==> src/inc/rtcrw_defines.vh <==
`ifndef RTCRW_DEFINES_VH
`define RTCRW_DEFINES_VH

// ****************************************************************
// register byte offsets on the bus
// ****************************************************************
`define RTCRW_OFS_CLK_CFG     8'h00
`define RTCRW_OFS_TIME_WIN    8'h04
`define RTCRW_OFS_ALRM_CFG    8'h08
`define RTCRW_OFS_ALRM_WIN    8'h0c
`define RTCRW_OFS_PWR_CTRL    8'h10
`define RTCRW_OFS_UNLOCK_KEY  8'h14

// ****************************************************************
// field positions
// ****************************************************************
`define RTCRW_PTR_LSB         8
`define RTCRW_PTR_MSB         9
`define RTCRW_WREN_BIT        13
`define RTCRW_CSEL_LSB        0
`define RTCRW_CSEL_MSB        1

// ****************************************************************
// reset values and special codes
// ****************************************************************
`define RTCRW_PTR_RESET       2'h0
`define RTCRW_PTR_FLOOR       2'h0
`define RTCRW_PTR_STEP        2'h1
`define RTCRW_CSEL_RESET      2'h0
`define RTCRW_BYTE_RESET      8'h00
`define RTCRW_KEY_FIRST       8'h55
`define RTCRW_KEY_SECOND      8'haa
`define RTCRW_TIME_UNUSED_IDX 7
`define RTCRW_ENTRIES         8

// ****************************************************************
// ahb-lite codes
// ****************************************************************
`define RTCRW_HTRANS_NONSEQ   2'h2
`define RTCRW_HSIZE_BYTE      3'h0
`define RTCRW_HSIZE_HALF      3'h1
`define RTCRW_HRESP_OKAY      1'h0

`endif

==> src/rtl/rtcrw_top.v <==
// Our own choices: the AHB-Lite interface to the registers and the address map.

`default_nettype none
`include "rtcrw_defines.vh"

module rtcrw_top (
    input  wire        clk_in,               // system clock, 50 MHz
    input  wire        nrst_in,              // synchronous reset, active low
    input  wire        hsel_in,              // slave select
    input  wire [31:0] haddr_in,             // byte address
    input  wire [1:0]  htrans_in,            // transfer type
    input  wire        hwrite_in,            // write when high
    input  wire [2:0]  hsize_in,             // transfer size
    input  wire [31:0] hwdata_in,            // write data
    input  wire        hready_in,            // bus ready
    output reg  [31:0] hrdata_out,           // read data
    output reg         hreadyout_out,        // slave ready
    output reg         hresp_out,            // always okay
    output reg  [1:0]  clock_source_select_out, // selected clock source
    output reg         time_write_enable_out    // time write-enable state
);

    // ****************************************************************
    // data phase capture
    // ****************************************************************
    reg        dph_valid;                    // a transfer is in data phase
    reg        dph_write;                    // that transfer writes
    reg  [7:0] dph_addr;                     // its byte offset
    reg  [2:0] dph_size;                     // its size
    reg  [1:0] dph_lo2;                      // its low address bits
    reg        rd_wait;                      // read data being produced

    // ****************************************************************
    // programmer state
    // ****************************************************************
    reg  [1:0] time_window_pointer;          // time pair selector
    reg  [1:0] alarm_window_pointer;         // alarm pair selector
    reg        key_armed;                    // first key seen
    reg        unlock_window;                // one-access unlock slot

    wire       addr_take;                    // address phase accepted
    wire       lane_lo;                      // bits 7:0 touched
    wire       lane_hi;                      // bits 15:8 touched
    wire       wr_done;                      // write data phase ends now
    wire       rd_done;                      // read data produced now
    wire       wr_clk_cfg;                   // write to clock config
    wire       wr_alrm_cfg;                  // write to alarm config
    wire       wr_pwr;                       // write to power control
    wire       wr_key;                       // write to unlock key
    wire       wr_time;                      // write to time window
    wire       wr_alrm;                      // write to alarm window
    wire       rd_time;                      // read of time window
    wire       rd_alrm;                      // read of alarm window
    wire [2:0] time_lo_idx;                  // time entry on low byte
    wire [2:0] time_hi_idx;                  // time entry on high byte
    wire [2:0] alrm_lo_idx;                  // alarm entry on low byte
    wire [2:0] alrm_hi_idx;                  // alarm entry on high byte
    wire [63:0] time_flat;                   // all time entries
    wire [63:0] alrm_flat;                   // all alarm entries

    // ****************************************************************
    // bus decode
    // ****************************************************************

    // an address phase is taken only while the bus is ready
    assign addr_take = hsel_in && hready_in && (htrans_in == `RTCRW_HTRANS_NONSEQ);

    // byte lanes follow size and the low address bits
    assign lane_lo = (dph_size == `RTCRW_HSIZE_BYTE) ? (dph_lo2 == 2'h0) :
                     (dph_size == `RTCRW_HSIZE_HALF) ? (dph_lo2[1] == 1'b0) : 1'b1;
    assign lane_hi = (dph_size == `RTCRW_HSIZE_BYTE) ? (dph_lo2 == 2'h1) :
                     (dph_size == `RTCRW_HSIZE_HALF) ? (dph_lo2[1] == 1'b0) : 1'b1;

    // writes complete at the end of their single data phase cycle
    assign wr_done     = dph_valid && dph_write;
    // reads complete in their first, stalled data phase cycle
    assign rd_done     = rd_wait;

    assign wr_clk_cfg  = wr_done && (dph_addr == `RTCRW_OFS_CLK_CFG);
    assign wr_alrm_cfg = wr_done && (dph_addr == `RTCRW_OFS_ALRM_CFG);
    assign wr_pwr      = wr_done && (dph_addr == `RTCRW_OFS_PWR_CTRL);
    assign wr_key      = wr_done && (dph_addr == `RTCRW_OFS_UNLOCK_KEY) && lane_lo;
    assign wr_time     = wr_done && (dph_addr == `RTCRW_OFS_TIME_WIN);
    assign wr_alrm     = wr_done && (dph_addr == `RTCRW_OFS_ALRM_WIN);
    assign rd_time     = rd_done && (dph_addr == `RTCRW_OFS_TIME_WIN);
    assign rd_alrm     = rd_done && (dph_addr == `RTCRW_OFS_ALRM_WIN);

    // ****************************************************************
    // window mapping: high byte takes the odd entry of each pair
    // ****************************************************************
    assign time_lo_idx = {time_window_pointer, 1'b0};
    assign time_hi_idx = {time_window_pointer, 1'b1};
    assign alrm_lo_idx = {alarm_window_pointer, 1'b0};
    assign alrm_hi_idx = {alarm_window_pointer, 1'b1};

    // ****************************************************************
    // value storage, one generate entry per byte
    // ****************************************************************
    // time entries: 0 seconds, 1 minutes, 2 hours, 3 weekday,
    // 4 day, 5 month, 6 year, 7 unused and reads zero
    // alarm entries: 0 seconds, 1 minutes, 2 hours, 3 weekday,
    // 4 day, 5 month, 6 power sample, 7 power stability
    genvar gi;
    generate
        for (gi = 0; gi < `RTCRW_ENTRIES; gi = gi + 1) begin : g_entry
            reg [7:0] alrm_q;                // alarm byte
            // alarm writes carry no lock
            always @(posedge clk_in) begin
                if (!nrst_in) begin
                    alrm_q <= `RTCRW_BYTE_RESET;
                end else if (wr_alrm && lane_lo && (alrm_lo_idx == gi)) begin
                    alrm_q <= hwdata_in[7:0];
                end else if (wr_alrm && lane_hi && (alrm_hi_idx == gi)) begin
                    alrm_q <= hwdata_in[15:8];
                end
            end
            assign alrm_flat[8*gi +: 8] = alrm_q;

            if (gi == `RTCRW_TIME_UNUSED_IDX) begin : g_unused
                // no storage behind the unused high byte
                assign time_flat[8*gi +: 8] = `RTCRW_BYTE_RESET;
            end else begin : g_time
                reg [7:0] time_q;            // time byte
                // a locked write is dropped, the value stays
                always @(posedge clk_in) begin
                    if (!nrst_in) begin
                        time_q <= `RTCRW_BYTE_RESET;
                    end else if (wr_time && time_write_enable_out) begin
                        if (lane_lo && (time_lo_idx == gi)) begin
                            time_q <= hwdata_in[7:0];
                        end else if (lane_hi && (time_hi_idx == gi)) begin
                            time_q <= hwdata_in[15:8];
                        end
                    end
                end
                assign time_flat[8*gi +: 8] = time_q;
            end
        end
    endgenerate

    // ****************************************************************
    // bus handshake and read data
    // ****************************************************************

    // reads stall one cycle so that a write in the prior data phase
    // is already visible; writes never stall
    always @(posedge clk_in) begin
        if (!nrst_in) begin
            dph_valid     <= 1'b0;
            dph_write     <= 1'b0;
            dph_addr      <= 8'h00;
            dph_size      <= 3'h0;
            dph_lo2       <= 2'h0;
            rd_wait       <= 1'b0;
            hreadyout_out <= 1'b1;
            hresp_out     <= `RTCRW_HRESP_OKAY;
            hrdata_out    <= 32'h0000_0000;
        end else begin
            hresp_out <= `RTCRW_HRESP_OKAY;
            rd_wait   <= 1'b0;
            if (rd_wait) begin
                // second read cycle: data out, bus released
                hreadyout_out <= 1'b1;
                dph_valid     <= 1'b0;
            end else if (addr_take) begin
                // new address phase: latch it for the data phase
                dph_valid     <= 1'b1;
                dph_write     <= hwrite_in;
                dph_addr      <= {haddr_in[7:2], 2'h0};
                dph_size      <= hsize_in;
                dph_lo2       <= haddr_in[1:0];
                hreadyout_out <= hwrite_in;
                rd_wait       <= !hwrite_in;
            end else begin
                dph_valid     <= 1'b0;
                hreadyout_out <= 1'b1;
            end
            // read data is formed in the stall cycle from current state
            if (rd_wait) begin
                case (dph_addr)
                    `RTCRW_OFS_CLK_CFG: begin
                        hrdata_out <= {18'h00000, time_write_enable_out, 3'h0,
                                       time_window_pointer, 8'h00};
                    end
                    `RTCRW_OFS_ALRM_CFG: begin
                        hrdata_out <= {22'h000000, alarm_window_pointer, 8'h00};
                    end
                    `RTCRW_OFS_TIME_WIN: begin
                        hrdata_out <= {16'h0000, time_flat[8*time_hi_idx +: 8],
                                       time_flat[8*time_lo_idx +: 8]};
                    end
                    `RTCRW_OFS_ALRM_WIN: begin
                        hrdata_out <= {16'h0000, alrm_flat[8*alrm_hi_idx +: 8],
                                       alrm_flat[8*alrm_lo_idx +: 8]};
                    end
                    `RTCRW_OFS_PWR_CTRL: begin
                        hrdata_out <= {30'h00000000, clock_source_select_out};
                    end
                    default: begin
                        // key register and unmapped offsets read zero
                        hrdata_out <= 32'h0000_0000;
                    end
                endcase
            end
        end
    end

    // ****************************************************************
    // window pointers
    // ****************************************************************

    // a software write sets the pointer; a high byte write or any read
    // steps it down and it sticks at the floor. byte and word reads
    // look the same, so a read always counts once
    always @(posedge clk_in) begin
        if (!nrst_in) begin
            time_window_pointer <= `RTCRW_PTR_RESET;
        end else if (wr_clk_cfg && lane_hi) begin
            time_window_pointer <= hwdata_in[`RTCRW_PTR_MSB:`RTCRW_PTR_LSB];
        end else if (rd_time || (wr_time && lane_hi)) begin
            if (time_window_pointer != `RTCRW_PTR_FLOOR) begin
                time_window_pointer <= time_window_pointer - `RTCRW_PTR_STEP;
            end
        end
    end

    // same behaviour for the alarm pointer
    always @(posedge clk_in) begin
        if (!nrst_in) begin
            alarm_window_pointer <= `RTCRW_PTR_RESET;
        end else if (wr_alrm_cfg && lane_hi) begin
            alarm_window_pointer <= hwdata_in[`RTCRW_PTR_MSB:`RTCRW_PTR_LSB];
        end else if (rd_alrm || (wr_alrm && lane_hi)) begin
            if (alarm_window_pointer != `RTCRW_PTR_FLOOR) begin
                alarm_window_pointer <= alarm_window_pointer - `RTCRW_PTR_STEP;
            end
        end
    end

    // ****************************************************************
    // unlock sequence and write-enable
    // ****************************************************************

    // the slot opens after 55h then aah and closes at the end of the
    // very next transfer, whatever it is; a stray access between the
    // two keys disarms the sequence
    always @(posedge clk_in) begin
        if (!nrst_in) begin
            key_armed     <= 1'b0;
            unlock_window <= 1'b0;
        end else if (wr_key) begin
            key_armed     <= (hwdata_in[7:0] == `RTCRW_KEY_FIRST);
            unlock_window <= key_armed && (hwdata_in[7:0] == `RTCRW_KEY_SECOND);
        end else if (wr_done || rd_done) begin
            key_armed     <= 1'b0;
            unlock_window <= 1'b0;
        end
    end

    // clearing is always allowed; setting needs the open slot, which
    // keeps a runaway program from unlocking the clock
    always @(posedge clk_in) begin
        if (!nrst_in) begin
            time_write_enable_out <= 1'b0;
        end else if (wr_clk_cfg && lane_hi) begin
            if (!hwdata_in[`RTCRW_WREN_BIT]) begin
                time_write_enable_out <= 1'b0;
            end else if (unlock_window) begin
                time_write_enable_out <= 1'b1;
            end
        end
    end

    // ****************************************************************
    // clock source select
    // ****************************************************************

    // 00 secondary osc, 01 low-power rc, 10 ext 50 hz, 11 ext 60 hz
    always @(posedge clk_in) begin
        if (!nrst_in) begin
            clock_source_select_out <= `RTCRW_CSEL_RESET;
        end else if (wr_pwr && lane_lo) begin
            clock_source_select_out <= hwdata_in[`RTCRW_CSEL_MSB:`RTCRW_CSEL_LSB];
        end
    end

endmodule // rtcrw_top

`default_nettype wire

==> config.mk <==
export PLATFORM = sky130hd
export DESIGN_NAME = rtcrw_top
export DESIGN_NICKNAME = d
export VERILOG_FILES = /design/src/rtl/rtcrw_top.v
export VERILOG_INCLUDE_DIRS = /design/src /design/src/inc
export SDC_FILE = /design/constraint.sdc
export NUM_CORES = 1
export LEC_CHECK = 0
export ABC_AREA = 1
export BUFFER_PORTS_ARGS = -buffer_cell sky130_fd_sc_hd__buf_2
export CORE_UTILIZATION = 39
export CTS_CLUSTER_DIAMETER = 60
export DETAILED_ROUTE_END_ITERATION = 12
export SLEW_MARGIN = 10
export SYNTH_ARGS = -nofsm -noshare
export SYNTH_HDL_FRONTEND = slang
export SYNTH_SLANG_ARGS = --single-unit
==> constraint.sdc <==
create_clock -name clk_in -period 3.2 [get_ports clk_in]
set_input_delay 0.64 -clock clk_in [delete_from_list [all_inputs] [get_ports clk_in]]
set_output_delay 0.64 -clock clk_in [all_outputs]
set_load 0.03 [all_outputs]
-- Yosys cells after proc, flatten, opt, wreduce, memory -nomap -nowiden
Cells that the tools add are included.
- output and inout port bits: 37
- bits of input ports: 74
- register bits after elaboration: 176
- eq/ne operators: 17
- mux-type cells: 26
- shift-type cells: 4
- reductions and logical operators: 72
- $add $sub $neg: 2
- bitwise operators: 4
- operator list (cell ; count):
    $shiftx A64 B7 Y8 ; 4
    $mux W8 ; 10
    $pmux W16 S5 ; 1
    $logic_and A1 B1 Y1 ; 37
    $reduce_and A2 Y1 ; 11
    $reduce_bool A2 Y1 ; 9
    $logic_not A3 Y1 ; 5
    $eq A6 B2 Y1 const B ; 2
    $eq A6 B3 Y1 const B ; 2
    $mux W2 ; 6
    $eq A2 B2 Y1 const B ; 5
    $mux W1 ; 9
    $eq A8 B7 Y1 const B ; 1
    $eq A8 B8 Y1 const B ; 1
    $logic_not A8 Y1 ; 1
    $eq A2 B1 Y1 const B ; 3
    $eq A6 B1 Y1 const B ; 1
    $logic_not A2 Y1 ; 3
    $not A1 Y1 ; 4
    $sub A2 B1 Y2 const B ; 2
    $eq A3 B1 Y1 const B ; 1
    $logic_or A1 B1 Y1 ; 3
    $reduce_or A3 Y1 ; 1
    $ne A2 B1 Y1 const B ; 1
    2 further kinds ; 2

-- Longest topological paths before layout
- word-level depth: 7
- depth in mapped cells: 10
- mapped depth without buffers: 10

-- Worst setup path after synthesis
Ideal clock, no wire load.
- path kind: flip-flop to flip-flop
- from: reg alarm_window_pointer[0]
- to: reg g_entry[4].alrm_q[6]
- required time: 3.081 ns
- arrival: 1.828 ns
- period minus slack after synthesis: 1.947 ns
- library setup time: 0.119 ns
- cell stages (with the launch flop): 10
- buffers on the path: 4
- slack: 1.253 ns
- cell sequence: dfxtp_1 buf_2 clkinv_1 clkbuf_1 ha_1 clkbuf_1 nand3_2 buf_2 o21ai_0 a21oi_1
- word-level cells in the longest chain between the ends: 2
- ends and longest elaborated chain (element ; RTL line ; RTL):
    from (decl) ; rtcrw_top.v:37 ; reg [1:0] alarm_window_pointer;
    from (signal assigned) ; rtcrw_top.v:230 ; alarm_window_pointer <= `RTCRW_PTR_RESET;
    from (signal assigned) ; rtcrw_top.v:232 ; alarm_window_pointer <= hwdata_in[`RTCRW_PTR_MSB:`RTCRW_PTR_LSB];
    from (signal assigned) ; rtcrw_top.v:235 ; alarm_window_pointer <= alarm_window_pointer - `RTCRW_PTR_STEP;
    $eq A2 B2 Y1 ; rtcrw_top.v:111 ; end else if (wr_alrm && lane_lo && (alrm_lo_idx == gi)) begin
    $logic_and A1 B1 Y1 ; rtcrw_top.v:111 ;
    to (signal assigned) ; rtcrw_top.v:110 ; alrm_q <= `RTCRW_BYTE_RESET;
    to (signal assigned) ; rtcrw_top.v:112 ; alrm_q <= hwdata_in[7:0];
    to (signal assigned) ; rtcrw_top.v:114 ; alrm_q <= hwdata_in[15:8];
    to (decl) ; rtcrw_top.v:106 ; reg [7:0] alrm_q;
No other way between the ends.
A chain may end at the register's enable or synchronous reset.

-- Worst setup path after layout
- from: reg alarm_window_pointer[0]
- to: reg alarm_window_pointer[0]
- word-level cells in the longest chain between the ends: 4
- elaborated cells between the ends (all ways): 7
- ends and longest elaborated chain (element ; RTL line ; RTL):
    $sub A2 B1 Y2 (no line) ; -- ;
    $mux W2 ; rtcrw_top.v:234 ; if (alarm_window_pointer != `RTCRW_PTR_FLOOR) begin
    $mux W2 ; rtcrw_top.v:233 ; end else if (rd_alrm || (wr_alrm && lane_hi)) begin
    $mux W2 ; rtcrw_top.v:231 ; end else if (wr_alrm_cfg && lane_hi) begin
Several ways; a longest one is shown, not always the timed one. The select of a mux whose other input is x is not followed.

==> impl_metrics.py <==
metrics = {
    "logic_synthesis": {
        "ys_async_sr_fraction": 0,
        "synth_top_area_share": 0.435,
        "ys_types": 27,
        "yosysMostFrequentCell": "nor2_1",
        "syn_area_sq_um": 7370,
        "synthTopCellsByCount": "nor2_1, dfxtp_1, o21ai_0, nand2_1, a21oi_1",
        "ys_ff_latch": 160,
        "synthTopCellsByArea": "dfxtp_1, o21ai_0, nor2_1, a21oi_1, nand2_1",
        "syn_area_per_cell_sq_um": 7.01,
        "synth_ff_type": "dfxtp_1",
        "yosysSeqAreaShare": 0.435,
        "synth_edf_count": 0,
        "yosysTopAreaCell": "dfxtp_1",
        "synth_warnings": 0,
        "synth_cells": 1052,
    },
    "sta": {
        "rsz0062_at_grt": "false",
        "whs_ns": 0.436,
        "finalSetupTns_ns": 0,
        "fin_crit_ns": 2.40,
        "fin_crit_sh": 0.750,
        "slew_violations": 0,
        "finalHoldViolCount": 0,
        "fin_ws_ns": 0.800,
        "max_freq_ghz": 0.417,
        "worst_pin_slew_ns": 0.855,
        "relSlewSlack": 0.430,
        "finClkSkew_ns": 0.00668,
        "setup_viol": 0,
    },
    "global_routing": {
        "grt_overflow_total": 0,
        "grt_usage": 0.211,
        "busiest_layer": "met2",
        "first_global_vias": 5998,
        "global_route.usage.met3": 0.0385,
        "gr-usage-met1": 0.295,
        "gr-usage-met2": 0.332,
        "grt_max_degree": 97,
        "grt_pass1_wl_um": 32300,
        "antenna_found_initial": 0,
    },
    "floorplanning": {
        "start_util": 0.403,
        "pin_count": 111,
        "die_h_um": 139,
        "fp.dieW_um": 139,
        "dieArea_sq_um": 19500,
        "row_count": 49,
        "core-area_sq_um": 18300,
    },
    "power_and_ir_drop": {
        "p_per_area_nw_per_um2": 535,
        "leakagePower_nw": 3.20,
        "ir_drop_uv": 341,
        "p_total_mw": 4.45,
    },
    "placement": {
        "place_area_sq_um": 7680,
        "dp_hpwl_um": 12900,
        "gp_congestion": 0.802,
        "dpl.cell_count": 1281,
        "place_ws_ns": 0.827,
        "numPortBuffers": 53,
    },
    "routing": {
        "drc": 0,
        "wirelength_um": 20100,
        "dr.pass1.iters": 5,
        "wire_per_inst_um": 15.3,
        "ant_nets": 0,
        "num_vias": 6715,
        "via_per_inst": 5.12,
        "drt-initial-drc-count": 478,
    },
    "layout": {
        "diodes": 0,
        "area_growth_pct": 12.9,
        "final_cells": 1312,
        "drive_above_1_share": 0.113,
        "fin_nets": 1153,
        "utilization": 0.455,
        "design_area_sq_um": 8320,
    },
    "worst_setup_path": {
        "crit_path_end_kind": "register",
        "worst-endpoint-required_ns": 3.52,
        "crit_arrival_ns": 2.72,
        "r2r_setup_slack_ns": 0.80,
        "cp_max_fo": 20,
        "cp-start-kind": "register",
        "setup.worst_path.class": "register to register",
    },
    "hold_path": {
        "hp-class": "primary input to register",
    },
    "clock_tree": {
        "cts-buffers-inserted": 17,
        "clock_latency_ns": 0.42,
        "htree_levels": 4,
        "clk_pin_slew_worst_paths_ns": 0.06,
        "cts_tree": "done",
        "clock_sinks": 160,
        "cts_hold_buf": 0,
        "post_cts_resized": 0,
        "clk_path_buf_depth": 2,
        "root_buffer": "clkbuf_16",
        "cts_setup_buffers": 0,
    },
    "run": {
        "drv_cap": 0,
    },
    "outcome": {
        "status": "completed",
    },
}
-- layout by cell type (no fill, tap or decap), drive strengths merged --
cell,Yosys,final
bufinv,0,5
buf,37,67
nor3,3,3
dfxtp,160,160
clkinv,4,9
o21ai,151,151
conb,1,17
inv,77,77
a21oi,117,117
nand2,135,135
a31oi,3,3
nand4,12,12
nand3,100,100
ha,8,8
clkinvlp,0,1
clkbuf,46,20
o22ai,7,7
nor2,190,190
nor4,1,1
-- area by class of cell --
| type | instances | area (sq um) |
|---|---|---|
| Clock inverter | 11 | 186 |
| Sequential cell | 160 | 3200 |
| Clock buffer | 20 | 457 |
| Tap cell | 229 | 287 |
| Multi-Input combinational cell | 744 | 3510 |
| Inverter | 81 | 304 |
| Fill cell | 1918 | 9950 |
| Timing Repair Buffer | 67 | 370 |
-- metal layers --
metal	wire (um)	up-vias
met5	0	-
met1	9710	3049
met4	235	0
met3	1030	18
met2	9100	172
li1	-	3476
-- sequential cells by signal (all words and copies together), names as in the netlist, 2 cells and up --
register                 count
dph_addr                     6
alarm_window_pointer         2
clock_source_select_out      2
g_entry.g_time.time_q       56
hrdata_out                  16
dph_lo2                      2
time_window_pointer          2
g_entry.alrm_q              64
dph_size                     3
-- cell families (layout without fill, tap and decap cells) --
| kind of cell | after synthesis | count (layout) | synth area share |
|---|---|---|---|
| AOI/OAI and AO/OA | 278 | 278 | 0.190 |
| adders and majority gates | 8 | 8 | 0.0136 |
| buffers and inverters | 164 | 179 | 0.0968 |
| DFF | 160 | 160 | 0.435 |
| other | 1 | 17 | 0.000509 |
| and+or+nand+nor | 441 | 441 | 0.264 |
-- critical path, stage by stage (launching register included) --
cell and delay, ns:
dfxtp_1 0.33, buf_4 0.26, clkinv_1 0.52, ha_1 0.62, nor2_1 0.29, a21oi_1 0.11, nor2_1 0.12, nor2_1 0.04
-- path summary, 6_finish.rpt --
path | from | endpoint | cells past startpoint
worst max-delay path | alarm_window_pointer[0] | alarm_window_pointer[0] | 7
worst min-delay path | hwrite_in | dph_write | 3
worst min register to register | g_entry[2].alrm_q[7] | g_entry[2].alrm_q[7] | 2
worst max register to register | alarm_window_pointer[0] | alarm_window_pointer[0] | 7
-- report_power, final --
group	total (mW)	internal (mW)	switching (mW)
registers	2.01	2.00	0.00630
clock network	2.24	1.42	0.820
logic	0.207	0.0473	0.160
Note: power is estimated with default switching activity, not from simulation.
